==> src/lvrc_pkg.sv <==
// Purpose: shared constants and types of the low-voltage and external reset control block
// Assumes: 40 MHz system clock, registers reached over classic Wishbone with 32-bit data
// Notes:   the status register index is printed as a word index; its byte address is four times it
package lvrc_pkg;

    // register map
    localparam logic [7:0]  PSF_IDX       = 8'h86;
    localparam logic [11:0] PSF_ADDR      = {2'h0, PSF_IDX, 2'h0};

    // field positions of program_status_flags
    localparam int          CAUSE_MSB     = 7;
    localparam int          CAUSE_LSB     = 6;
    localparam int          FLAG_HIGH_POS = 5;
    localparam int          FLAG_MID_POS  = 4;
    localparam int          ALU_MSB       = 2;

    // reset cause codes (upper, lower)
    localparam logic [1:0]  CAUSE_WDT     = 2'h0;
    localparam logic [1:0]  CAUSE_VOLT    = 2'h2;
    localparam logic [1:0]  CAUSE_PIN     = 2'h3;

    // reset values
    localparam logic [1:0]  CAUSE_RST     = CAUSE_VOLT;
    localparam logic        FLAG_RST      = 1'h0;
    localparam logic [2:0]  ALU_RST       = 3'h0;

    // detector option codes
    localparam logic [1:0]  OPT_LOW       = 2'h0;
    localparam logic [1:0]  OPT_MID       = 2'h1;
    localparam logic [1:0]  OPT_HIGH      = 2'h2;
    localparam logic [1:0]  OPT_TOP       = 2'h3;

    // synchroniser reset image: options 0, pin high, detectors reporting low supply
    localparam logic [6:0]  SYNC_RST      = 7'h0F;

    // timing
    localparam int          CLK_PERIOD_NS = 25;
    localparam int          WARM_NS       = 1000;
    localparam int          WARM_CYC      = (WARM_NS + CLK_PERIOD_NS - 1) / CLK_PERIOD_NS;
    localparam logic [11:0] START_ADDR    = 12'h000;

    typedef enum logic [1:0] {
        ST_HOLD,
        ST_INIT,
        ST_WARM,
        ST_RUN
    } lvrc_state_e;

endpackage

==> src/lvrc_psf_if.sv <==
// Purpose: carries the status register between the core and its bus slave
// Assumes: single clock domain
// Notes:   wr_stb is a one-cycle pulse at the edge where the bus master samples ack
`timescale 1ns/1ps
interface lvrc_psf_if;
    logic [7:0] rd_data;
    logic       wr_stb;
    logic [7:0] wr_data;

    modport core (output rd_data, input wr_stb, input wr_data);
    modport bus  (input rd_data, output wr_stb, output wr_data);
endinterface

==> src/lvrc_sync.sv <==
// Purpose: two-flop synchronisers, one per bit
// Assumes: inputs are asynchronous levels
// Notes:   the first stage is read only by the second stage
`timescale 1ns/1ps
module lvrc_sync #(
    parameter int             W       = 1,
    parameter logic [W-1:0]   RST_VAL = '0
) (
    // clock and reset
    input  wire logic         clk,
    input  wire logic         rstn,
    // levels
    input  wire logic [W-1:0] din,
    output logic      [W-1:0] dout
);
    logic [W-1:0] meta_q;

    for (genvar i = 0; i < W; i++) begin : g_bit
        always_ff @(posedge clk or negedge rstn) begin
            if (!rstn) begin
                meta_q[i] <= RST_VAL[i];
                dout[i]   <= RST_VAL[i];
            end else begin
                meta_q[i] <= din[i];
                dout[i]   <= meta_q[i];
            end
        end
    end
endmodule

==> src/lvrc_wb_regs.sv <==
// Purpose: classic Wishbone slave for the status register
// Assumes: 32-bit data, byte addresses, one register in the low byte lane
// Notes:   ack one cycle after the request, dropped the next cycle; unmapped reads give zero
`timescale 1ns/1ps
module lvrc_wb_regs
    import lvrc_pkg::*;
(
    // clock and reset
    input  wire logic        clk,
    input  wire logic        rstn,
    // wishbone slave
    input  wire logic        wb_cyc_i,
    input  wire logic        wb_stb_i,
    input  wire logic        wb_we_i,
    input  wire logic [11:0] wb_adr_i,
    input  wire logic [3:0]  wb_sel_i,
    input  wire logic [31:0] wb_dat_i,
    output logic      [31:0] wb_dat_o,
    output logic             wb_ack_o,
    // register side
    lvrc_psf_if.bus          psf
);
    logic        ack_q;
    logic [31:0] dat_q;
    wire         req = wb_cyc_i & wb_stb_i & ~ack_q;
    wire         hit = (wb_adr_i == PSF_ADDR);
    wire [31:0]  rd_word = hit ? {24'h000000, psf.rd_data} : 32'h00000000;

    // write lands on the edge where the master sees ack
    assign psf.wr_stb  = ack_q & wb_cyc_i & wb_stb_i & wb_we_i & hit & wb_sel_i[0];
    assign psf.wr_data = wb_dat_i[7:0];
    assign wb_ack_o    = ack_q;
    assign wb_dat_o    = dat_q;

    always_ff @(posedge clk or negedge rstn) begin
        if (!rstn) begin
            ack_q <= 1'b0;
            dat_q <= 32'h00000000;
        end else begin
            ack_q <= req;
            if (req) begin
                dat_q <= rd_word;
            end
        end
    end
endmodule

==> src/lvrc_top.sv <==
// Purpose: low-voltage detector and external reset control, with reset sequence and status flags
// Assumes: detector inputs are high while supply is below their level; watchdog pulse is on clk
// Notes:   option inputs are factory settings, held stable while running
//
// Contract
// - supply below lowest detector level always resets, under every option
// - an enabled reset-class detector reporting low supply resets the system
// - lowest option keeps both low-voltage flags at zero
// - middle option: mid flag follows supply at or below mid level
// - high option: supply below mid level resets instead of flagging
// - high option: high flag follows supply at or below upper level
// - top option: supply below upper level resets; no flags at all
// - high flag in status bit 5, mid flag in bit 4, read-only, zero after reset
// - both flags cleared after any detector-caused reset
// - reset pin acts only when pin option selects reset, else plain input
// - system held in reset while pin low, runs while pin high
// - during power-up a low pin keeps the system in reset
// - after release: initialise, oscillator warm-up, then start at address zero
// - watchdog overflow resets, normal mode after the sequence completes
// - low supply during watchdog reset keeps the system in reset
// - cause in bits 7:6: 00 watchdog, 10 power/detector, 11 pin
//
// Decided for this implementation: the Wishbone slave port.
`timescale 1ns/1ps
module lvrc_top
    import lvrc_pkg::*;
#(
    parameter int WARM_CYCLES = WARM_CYC
) (
    // clock and reset
    input  wire logic        clk,
    input  wire logic        rstn,
    // wishbone slave
    input  wire logic        wb_cyc_i,
    input  wire logic        wb_stb_i,
    input  wire logic        wb_we_i,
    input  wire logic [11:0] wb_adr_i,
    input  wire logic [3:0]  wb_sel_i,
    input  wire logic [31:0] wb_dat_i,
    output logic      [31:0] wb_dat_o,
    output logic             wb_ack_o,
    // detectors and watchdog
    input  wire logic        det_2v0_low,
    input  wire logic        det_2v4_low,
    input  wire logic        det_3v6_low,
    input  wire logic        wdt_overflow,
    // reset pin and factory options
    input  wire logic        ext_rst_pin_n,
    input  wire logic        reset_pin_is_reset,
    input  wire logic [1:0]  detector_option,
    // system side
    output logic             sys_rst_n,
    output logic             sys_init,
    output logic             cpu_start,
    output logic      [11:0] start_addr,
    output logic             gpio_in_level,
    output logic             low_volt_flag_mid,
    output logic             low_volt_flag_high,
    output logic      [1:0]  reset_cause
);
    lvrc_psf_if psf ();

    logic [6:0]  sync_out;
    lvrc_state_e st_q;
    lvrc_state_e st_d;
    logic [15:0] warm_cnt_q;
    logic [1:0]  cause_q;
    logic [2:0]  alu_q;
    logic        mid_q;
    logic        high_q;
    logic        run_q;
    logic        init_q;
    logic        start_q;
    logic        gpio_q;

    // pins and detectors are asynchronous to clk
    lvrc_sync #(
        .W       (7),
        .RST_VAL (SYNC_RST)
    ) u_sync (
        .clk  (clk),
        .rstn (rstn),
        .din  ({detector_option, reset_pin_is_reset, ext_rst_pin_n, det_3v6_low, det_2v4_low, det_2v0_low}),
        .dout (sync_out)
    );

    lvrc_wb_regs u_regs (
        .clk      (clk),
        .rstn     (rstn),
        .wb_cyc_i (wb_cyc_i),
        .wb_stb_i (wb_stb_i),
        .wb_we_i  (wb_we_i),
        .wb_adr_i (wb_adr_i),
        .wb_sel_i (wb_sel_i),
        .wb_dat_i (wb_dat_i),
        .wb_dat_o (wb_dat_o),
        .wb_ack_o (wb_ack_o),
        .psf      (psf.bus)
    );

    wire       d20_s   = sync_out[0];
    wire       d24_s   = sync_out[1];
    wire       d36_s   = sync_out[2];
    wire       pin_s   = sync_out[3];
    wire       pin_en  = sync_out[4];
    wire [1:0] opt_s   = sync_out[6:5];

    wire opt_mid     = (opt_s == OPT_MID);
    wire opt_high    = (opt_s == OPT_HIGH);
    wire opt_top     = (opt_s == OPT_TOP);
    // lowest level resets regardless of option
    wire rst_2v0     = d20_s;
    wire rst_2v4     = d24_s & (opt_high | opt_top);
    wire rst_3v6     = d36_s & opt_top;
    wire volt_req    = rst_2v0 | rst_2v4 | rst_3v6;
    wire pin_req     = pin_en & ~pin_s;
    wire hold_need   = volt_req | pin_req;
    wire in_run      = (st_q == ST_RUN);
    wire wdt_hit     = in_run & wdt_overflow;
    wire warm_done   = (warm_cnt_q == 16'(WARM_CYCLES - 1));
    wire [1:0] cause_hw = volt_req ? CAUSE_VOLT : (pin_req ? CAUSE_PIN : CAUSE_WDT);
    wire cause_upd   = (st_d == ST_HOLD) & (hold_need | wdt_hit);
    // flags only track in run; any reset, detector-caused included, leaves them clear
    wire mid_d       = in_run & (st_d == ST_RUN) & opt_mid & d24_s;
    wire high_d      = in_run & (st_d == ST_RUN) & opt_high & d36_s;

    always_comb begin
        st_d = st_q;
        case (st_q)
            ST_HOLD: begin
                // a watchdog reset lingers here while supply stays low
                if (!hold_need) begin
                    st_d = ST_INIT;
                end
            end
            ST_INIT: begin
                st_d = hold_need ? ST_HOLD : ST_WARM;
            end
            ST_WARM: begin
                if (hold_need) begin
                    st_d = ST_HOLD;
                end else if (warm_done) begin
                    st_d = ST_RUN;
                end
            end
            ST_RUN: begin
                if (hold_need || wdt_overflow) begin
                    st_d = ST_HOLD;
                end
            end
            default: begin
                st_d = ST_HOLD;
            end
        endcase
    end

    always_ff @(posedge clk or negedge rstn) begin
        if (!rstn) begin
            st_q    <= ST_HOLD;
            run_q   <= 1'b0;
            init_q  <= 1'b0;
            start_q <= 1'b0;
        end else begin
            st_q    <= st_d;
            run_q   <= (st_d == ST_RUN);
            init_q  <= (st_d == ST_INIT);
            start_q <= (st_q == ST_WARM) & (st_d == ST_RUN);
        end
    end

    always_ff @(posedge clk or negedge rstn) begin
        if (!rstn) begin
            warm_cnt_q <= 16'h0000;
        end else if (st_q == ST_WARM) begin
            warm_cnt_q <= warm_cnt_q + 16'h0001;
        end else begin
            warm_cnt_q <= 16'h0000;
        end
    end

    // cause: hardware update wins over a software write in the same cycle
    always_ff @(posedge clk or negedge rstn) begin
        if (!rstn) begin
            cause_q <= CAUSE_RST;
        end else if (cause_upd) begin
            cause_q <= cause_hw;
        end else if (psf.wr_stb) begin
            cause_q <= psf.wr_data[CAUSE_MSB:CAUSE_LSB];
        end
    end

    // arithmetic flags belong to the cpu; the reset sequence initialises them
    always_ff @(posedge clk or negedge rstn) begin
        if (!rstn) begin
            alu_q <= ALU_RST;
        end else if (st_q == ST_INIT) begin
            alu_q <= ALU_RST;
        end else if (psf.wr_stb) begin
            alu_q <= psf.wr_data[ALU_MSB:0];
        end
    end

    always_ff @(posedge clk or negedge rstn) begin
        if (!rstn) begin
            mid_q  <= FLAG_RST;
            high_q <= FLAG_RST;
            gpio_q <= 1'b0;
        end else begin
            mid_q  <= mid_d;
            high_q <= high_d;
            gpio_q <= ~pin_en & pin_s;
        end
    end

    // flag bits are read-only: writes never reach them
    assign psf.rd_data        = {cause_q, high_q, mid_q, 1'b0, alu_q};
    assign sys_rst_n          = run_q;
    assign sys_init           = init_q;
    assign cpu_start          = start_q;
    assign start_addr         = START_ADDR;
    assign gpio_in_level      = gpio_q;
    assign low_volt_flag_mid  = mid_q;
    assign low_volt_flag_high = high_q;
    assign reset_cause        = cause_q;
endmodule

==> config.mk <==
export PLATFORM = sky130hd
export DESIGN_NAME = lvrc_top
export DESIGN_NICKNAME = d
export VERILOG_FILES = /design/src/lvrc_pkg.sv /design/src/lvrc_psf_if.sv /design/src/lvrc_sync.sv /design/src/lvrc_wb_regs.sv /design/src/lvrc_top.sv
export SDC_FILE = /design/constraint.sdc
export NUM_CORES = 1
export LEC_CHECK = 0
export ABC_AREA = 1
export BUFFER_PORTS_ARGS = -buffer_cell sky130_fd_sc_hd__buf_4
export CORE_MARGIN = 1.5
export CORE_UTILIZATION = 53
export CTS_BUF_LIST = sky130_fd_sc_hd__clkbuf_4
export CTS_CLUSTER_SIZE = 12
export DETAILED_ROUTE_END_ITERATION = 10
export GPL_TIMING_DRIVEN = 0
export PLACE_DENSITY = 0.95
export SLEW_MARGIN = 20
export SYNTH_ARGS = -nofsm -noshare
export SYNTH_HDL_FRONTEND = slang
export SYNTH_SLANG_ARGS = --single-unit
==> constraint.sdc <==
create_clock -name clk -period 3.91 [get_ports clk]
set_input_delay 0.5865 -clock clk [delete_from_list [all_inputs] [get_ports clk]]
set_output_delay 0.5865 -clock clk [all_outputs]
set_load 0.01 [all_outputs]
==> out/metrics.csv <==
stage,metric,value,unit
timing,Final Hold Violating Endpoints,0,
logic_synthesis,number of enable flip-flop cells after synthesis,0,
worst_setup_path,"Critical Path, Cell by Cell",buf_4,
logic_synthesis,gate count of the mapped netlist,317,
cells_and_area,post-layout net count,468,
worst_setup_path,critical path class,reg -> out,
worst_setup_path,R2R cell count,9,
cells_and_area,Fill cells,372,
power_and_ir_drop,sequential share of power,61.2,%
worst_setup_path,Crit path arrival time,1.05,ns
worst_setup_path,"Largest delay share family, worst path",flip-flops,
worst_setup_path,startpoint of the worst register-to-register path,warm_cnt_q[0],
logic_synthesis,"basic-gate share of the synthesized area counting and, or, nand and nor cells",26.9,%
grt,overall track demand over capacity in global routing,19.1,%
cts,number of buffers added for setup after CTS,0,
place,port bufs,46,
logic_synthesis,"Seq/Total Area, Yosys",49.3,%
logic_synthesis,synthesized-area fraction occupied by xor and xnor cells,1.34,%
power_and_ir_drop,net switching component of the power,0.000231,W
hold_path,Min-Delay Path Class,in -> async,
flow_run,total of max-cap violations,0,
drt,first-pass detailed-route iteration total,4,
cts,post-CTS sizing,0,
timing,least setup slack across all paths after layout,2.27,ns
worst_setup_path,category of the worst setup path launch point,flip-flop,
grt,remaining global-route overflow,0,
timing,final worst path period share,41.9,%
worst_setup_path,sum of buffers and inverters on the critical path,1,
floorplanning,overall die width,73.2,microns
logic_synthesis,"post-synthesis share of cell area spent on full adders, half adders and majority gates",0.479,%
place,post-placement worst setup slack,2.25,ns
floorplanning,Rows,25,
cells_and_area,diodes inserted,0,
power_and_ir_drop,combinational cell fraction of total power,13.2,%
logic_synthesis,share of cell area taken by muxes after synthesis,0,%
logic_synthesis,Compound-Gate Fraction of Synth Area,5.27,%
logic_synthesis,summed instance area of the synthesized netlist,2610,sq um
timing,time the worst path needs with I/O delays and setup,1.64,ns
drt,average wire per cell in the routed design,10.2,microns
power_and_ir_drop,maximum resistive drop on vdd,0.000198,V
logic_synthesis,Post-synth ARST share,100,%
floorplanning,Boundary Pins,114,
drt,Residual DRC,0,
drt,number of nets still failing antenna checks after routing,0,
timing,worst setup skew after layout,0.0100,ns
timing,maximum clock frequency,0.610,GHz
logic_synthesis,proportion of netlist area held by the largest area contributor,40.2,%
logic_synthesis,combinational family with the most area after synthesis,simple AND/OR/NAND/NOR gates,
cells_and_area,FF+latch area,1290,sq um
cts,TritonCTS clock tree,yes,
worst_setup_path,peak per-stage delay on the critical path,0.57,ns
place,gpl congestion,0.900,
worst_setup_path,cell with the largest stage delay on the worst path,sky130_fd_sc_hd__dfstp_2,
timing,Worst slew margin,59.1,%
timing,Setup TNS,0,ns
cts,number of buffers inserted by hold repair at cts,0,
cts,Clock H-tree levels,2,
power_and_ir_drop,power density over cell area,279,nW/um^2
cts,cell at the root of the clock tree,sky130_fd_sc_hd__clkbuf_4,
place,dpl hpwl,3.86,mm
outcome,result of the run,"complete, no violations",
cts,worst-case clock buffer depth,2,
power_and_ir_drop,internal power summed over all cells,0.000672,W
logic_synthesis,synth unique cells,26,
worst_setup_path,Critical Path Fanout Max,3,
grt,wire length of the first global-routing pass,7.96,mm
logic_synthesis,total of flip-flops plus latches after synthesis,51,
power_and_ir_drop,leakage power summed over all cells,1.74,nW
timing,setup violation total in the final timing report,0,
logic_synthesis,synthesized area divided by synthesized cell count,8.24,sq um
grt,vias in the first global route,1933,
cts,insertion delay to the later sink of the worst-skew pair,0.36,ns
cells_and_area,fraction of layout instances using a drive strength above 1,28.3,%
drt,Detailed Route WL,4.81,mm
grt,maximum number of pins on one net before global-route repair,52,
logic_synthesis,"area leader, netlist",sky130_fd_sc_hd__dfrtp_1,
worst_setup_path,FF-to-FF setup slack,2.50,ns
logic_synthesis,Ys Warns,0,
logic_synthesis,list of most frequent post-synthesis cells,"sky130_fd_sc_hd__nand2_1 (62), sky130_fd_sc_hd__nor2_1 (44), sky130_fd_sc_hd__dfrtp_1 (42), sky130_fd_sc_hd__buf_4 (38), sky130_fd_sc_hd__inv_1 (37)",
floorplanning,core area,4720,sq um
cts,clock transition at the registers of the reported paths,0.15,ns
worst_setup_path,worst reg2reg endpoint,warm_cnt_q[14],
worst_setup_path,kind of capture point of the worst setup path,output pin,
logic_synthesis,cell with the most instances after synthesis,sky130_fd_sc_hd__nand2_1,
cts,CTS Buf Count,5,
timing,setup repair after global routing missed its margin,no,
timing,Worst Tran Pin Value,0.613,ns
drt,via-per-instance ratio,4.45,
drt,routed via count,2111,
worst_setup_path,data required time of the worst path,3.32,ns
power_and_ir_drop,switching power as a share of total power,25.5,%
power_and_ir_drop,clock network fraction of design power,25.5,%
logic_synthesis,most instantiated flip-flop cell in the synthesis netlist,sky130_fd_sc_hd__dfrtp_1,
cts,total clock sinks,51,
floorplanning,die outline area,5360,sq um
cells_and_area,area used by multi-input combinational logic,1030,sq um
drt,Iter 0 DRT Violations,77,
logic_synthesis,top area cells in the synthesized netlist,"sky130_fd_sc_hd__dfrtp_1 (40%), sky130_fd_sc_hd__buf_4 (11%), sky130_fd_sc_hd__dfstp_2 (9.1%)",
floorplanning,starting utilization of the core area,55.3,%
floorplanning,Chip Height,73.2,microns
cells_and_area,layout-stage area growth over the synthesis result,23.8,%
timing,max-slew violation count,0,
worst_setup_path,number of cells on the critical path,1,
grt,antenna violations before repair,0,
-- area by class of cell --
cell class                      count  area share (%)
Inverter                           38            4.41
Multi-Input combinational cell    225            31.7
Buffer                             39            8.98
Timing Repair Buffer               46            10.7
Clock inverter                      3           0.619
Tap cell                           67            2.59
Clock buffer                        5            1.16
Sequential cell                    51            39.8
-- stage by stage --
step | instance area [sq um] | std cells | hold WS (ns) | util [%] | total power, W
6_report | 3230 | 474 | 0.222 | 68.5 | 0.000903
5_1_grt | 3230 | 474 | 0.258 | 68.5 | 0.000948
4_1_cts | 3230 | 474 | 0.234 | 68.5 | 0.000908
3_5_place_dp | 3180 | 466 | 0.335 | 67.2 | 0.000681
3_3_place_gp | 3180 | 466 | 0.333 | 67.2 | 0.000678
2_1_floorplan | 2750 | 353 | 0.291 | - | 0.000633
-- routing by layer --
metal / part of all wire (%) / vias up / track usage, % / wire [microns]
met5: 0 / - / 0 / 0
met4: 2.7 / 0 / 9.01 / 130
met3: 8.0 / 17 / 3.73 / 383
met2: 50 / 80 / 34.2 / 2410
met1: 39 / 920 / 21.8 / 1890
li1: - / 1094 / - / -
-- cells by family (layout without fill, tap and decap cells) --
logic type,Yosys count,after routing
other cells,1,37
flops,51,51
xor+xnor,4,4
simple gates,156,156
buf+inv,77,131
fa+ha+maj,1,1
compound gates,27,27
-- sequential cells by signal, indices dropped and copies added (netlist names) --
| name | flops |
|---|---|
| warm_cnt_q | 16 |
| low_volt_flag_high | 1 |
| sys_init | 1 |
| u_sync.dout | 7 |
| sys_rst_n | 1 |
| alu_q | 3 |
| st_q | 2 |
| u_regs.wb_ack_o | 1 |
| low_volt_flag_mid | 1 |
| gpio_in_level | 1 |
| cpu_start | 1 |
| u_sync.meta_q | 7 |
| u_regs.wb_dat_o | 7 |
| reset_cause | 2 |
-- worst max path at each step --
stage / start / to / slack [ns]
global route: reset_cause[1] / reset_cause[1] / 2.23
global placement: wb_adr_i[2] / alu_q[1] / 2.32
floorplan: wb_adr_i[2] / alu_q[0] / 2.55
CTS: reset_cause[1] / reset_cause[1] / 2.26
detailed placement: wb_adr_i[2] / alu_q[2] / 2.25
finish: reset_cause[1] / reset_cause[1] / 2.27
-- power groups by stage --
stage	logic (W)	registers (W)	clock network [W]
after CTS	0.000119	0.000553	0.000237
after global placement	0.000116	0.000561	0
final	0.000120	0.000552	0.000231
after detailed placement	0.000118	0.000562	0
after floorplan	0.0000696	0.000563	0
after global routing	0.000135	0.000554	0.000259
-- cell usage in the layout, fill, tap and decap left out, drive strengths merged, types with 2 or more instances in the layout --
master / count
a21oi: 8
and2: 2
buf: 85
clkbuf: 5
clkinv: 2
conb: 37
dfrtp: 42
dfstp: 9
inv: 38
nand2: 66
nand3: 26
nand4: 5
nor2: 51
nor3: 3
o21ai: 18
xor2: 4
Power figures use the tool's default switching activity.
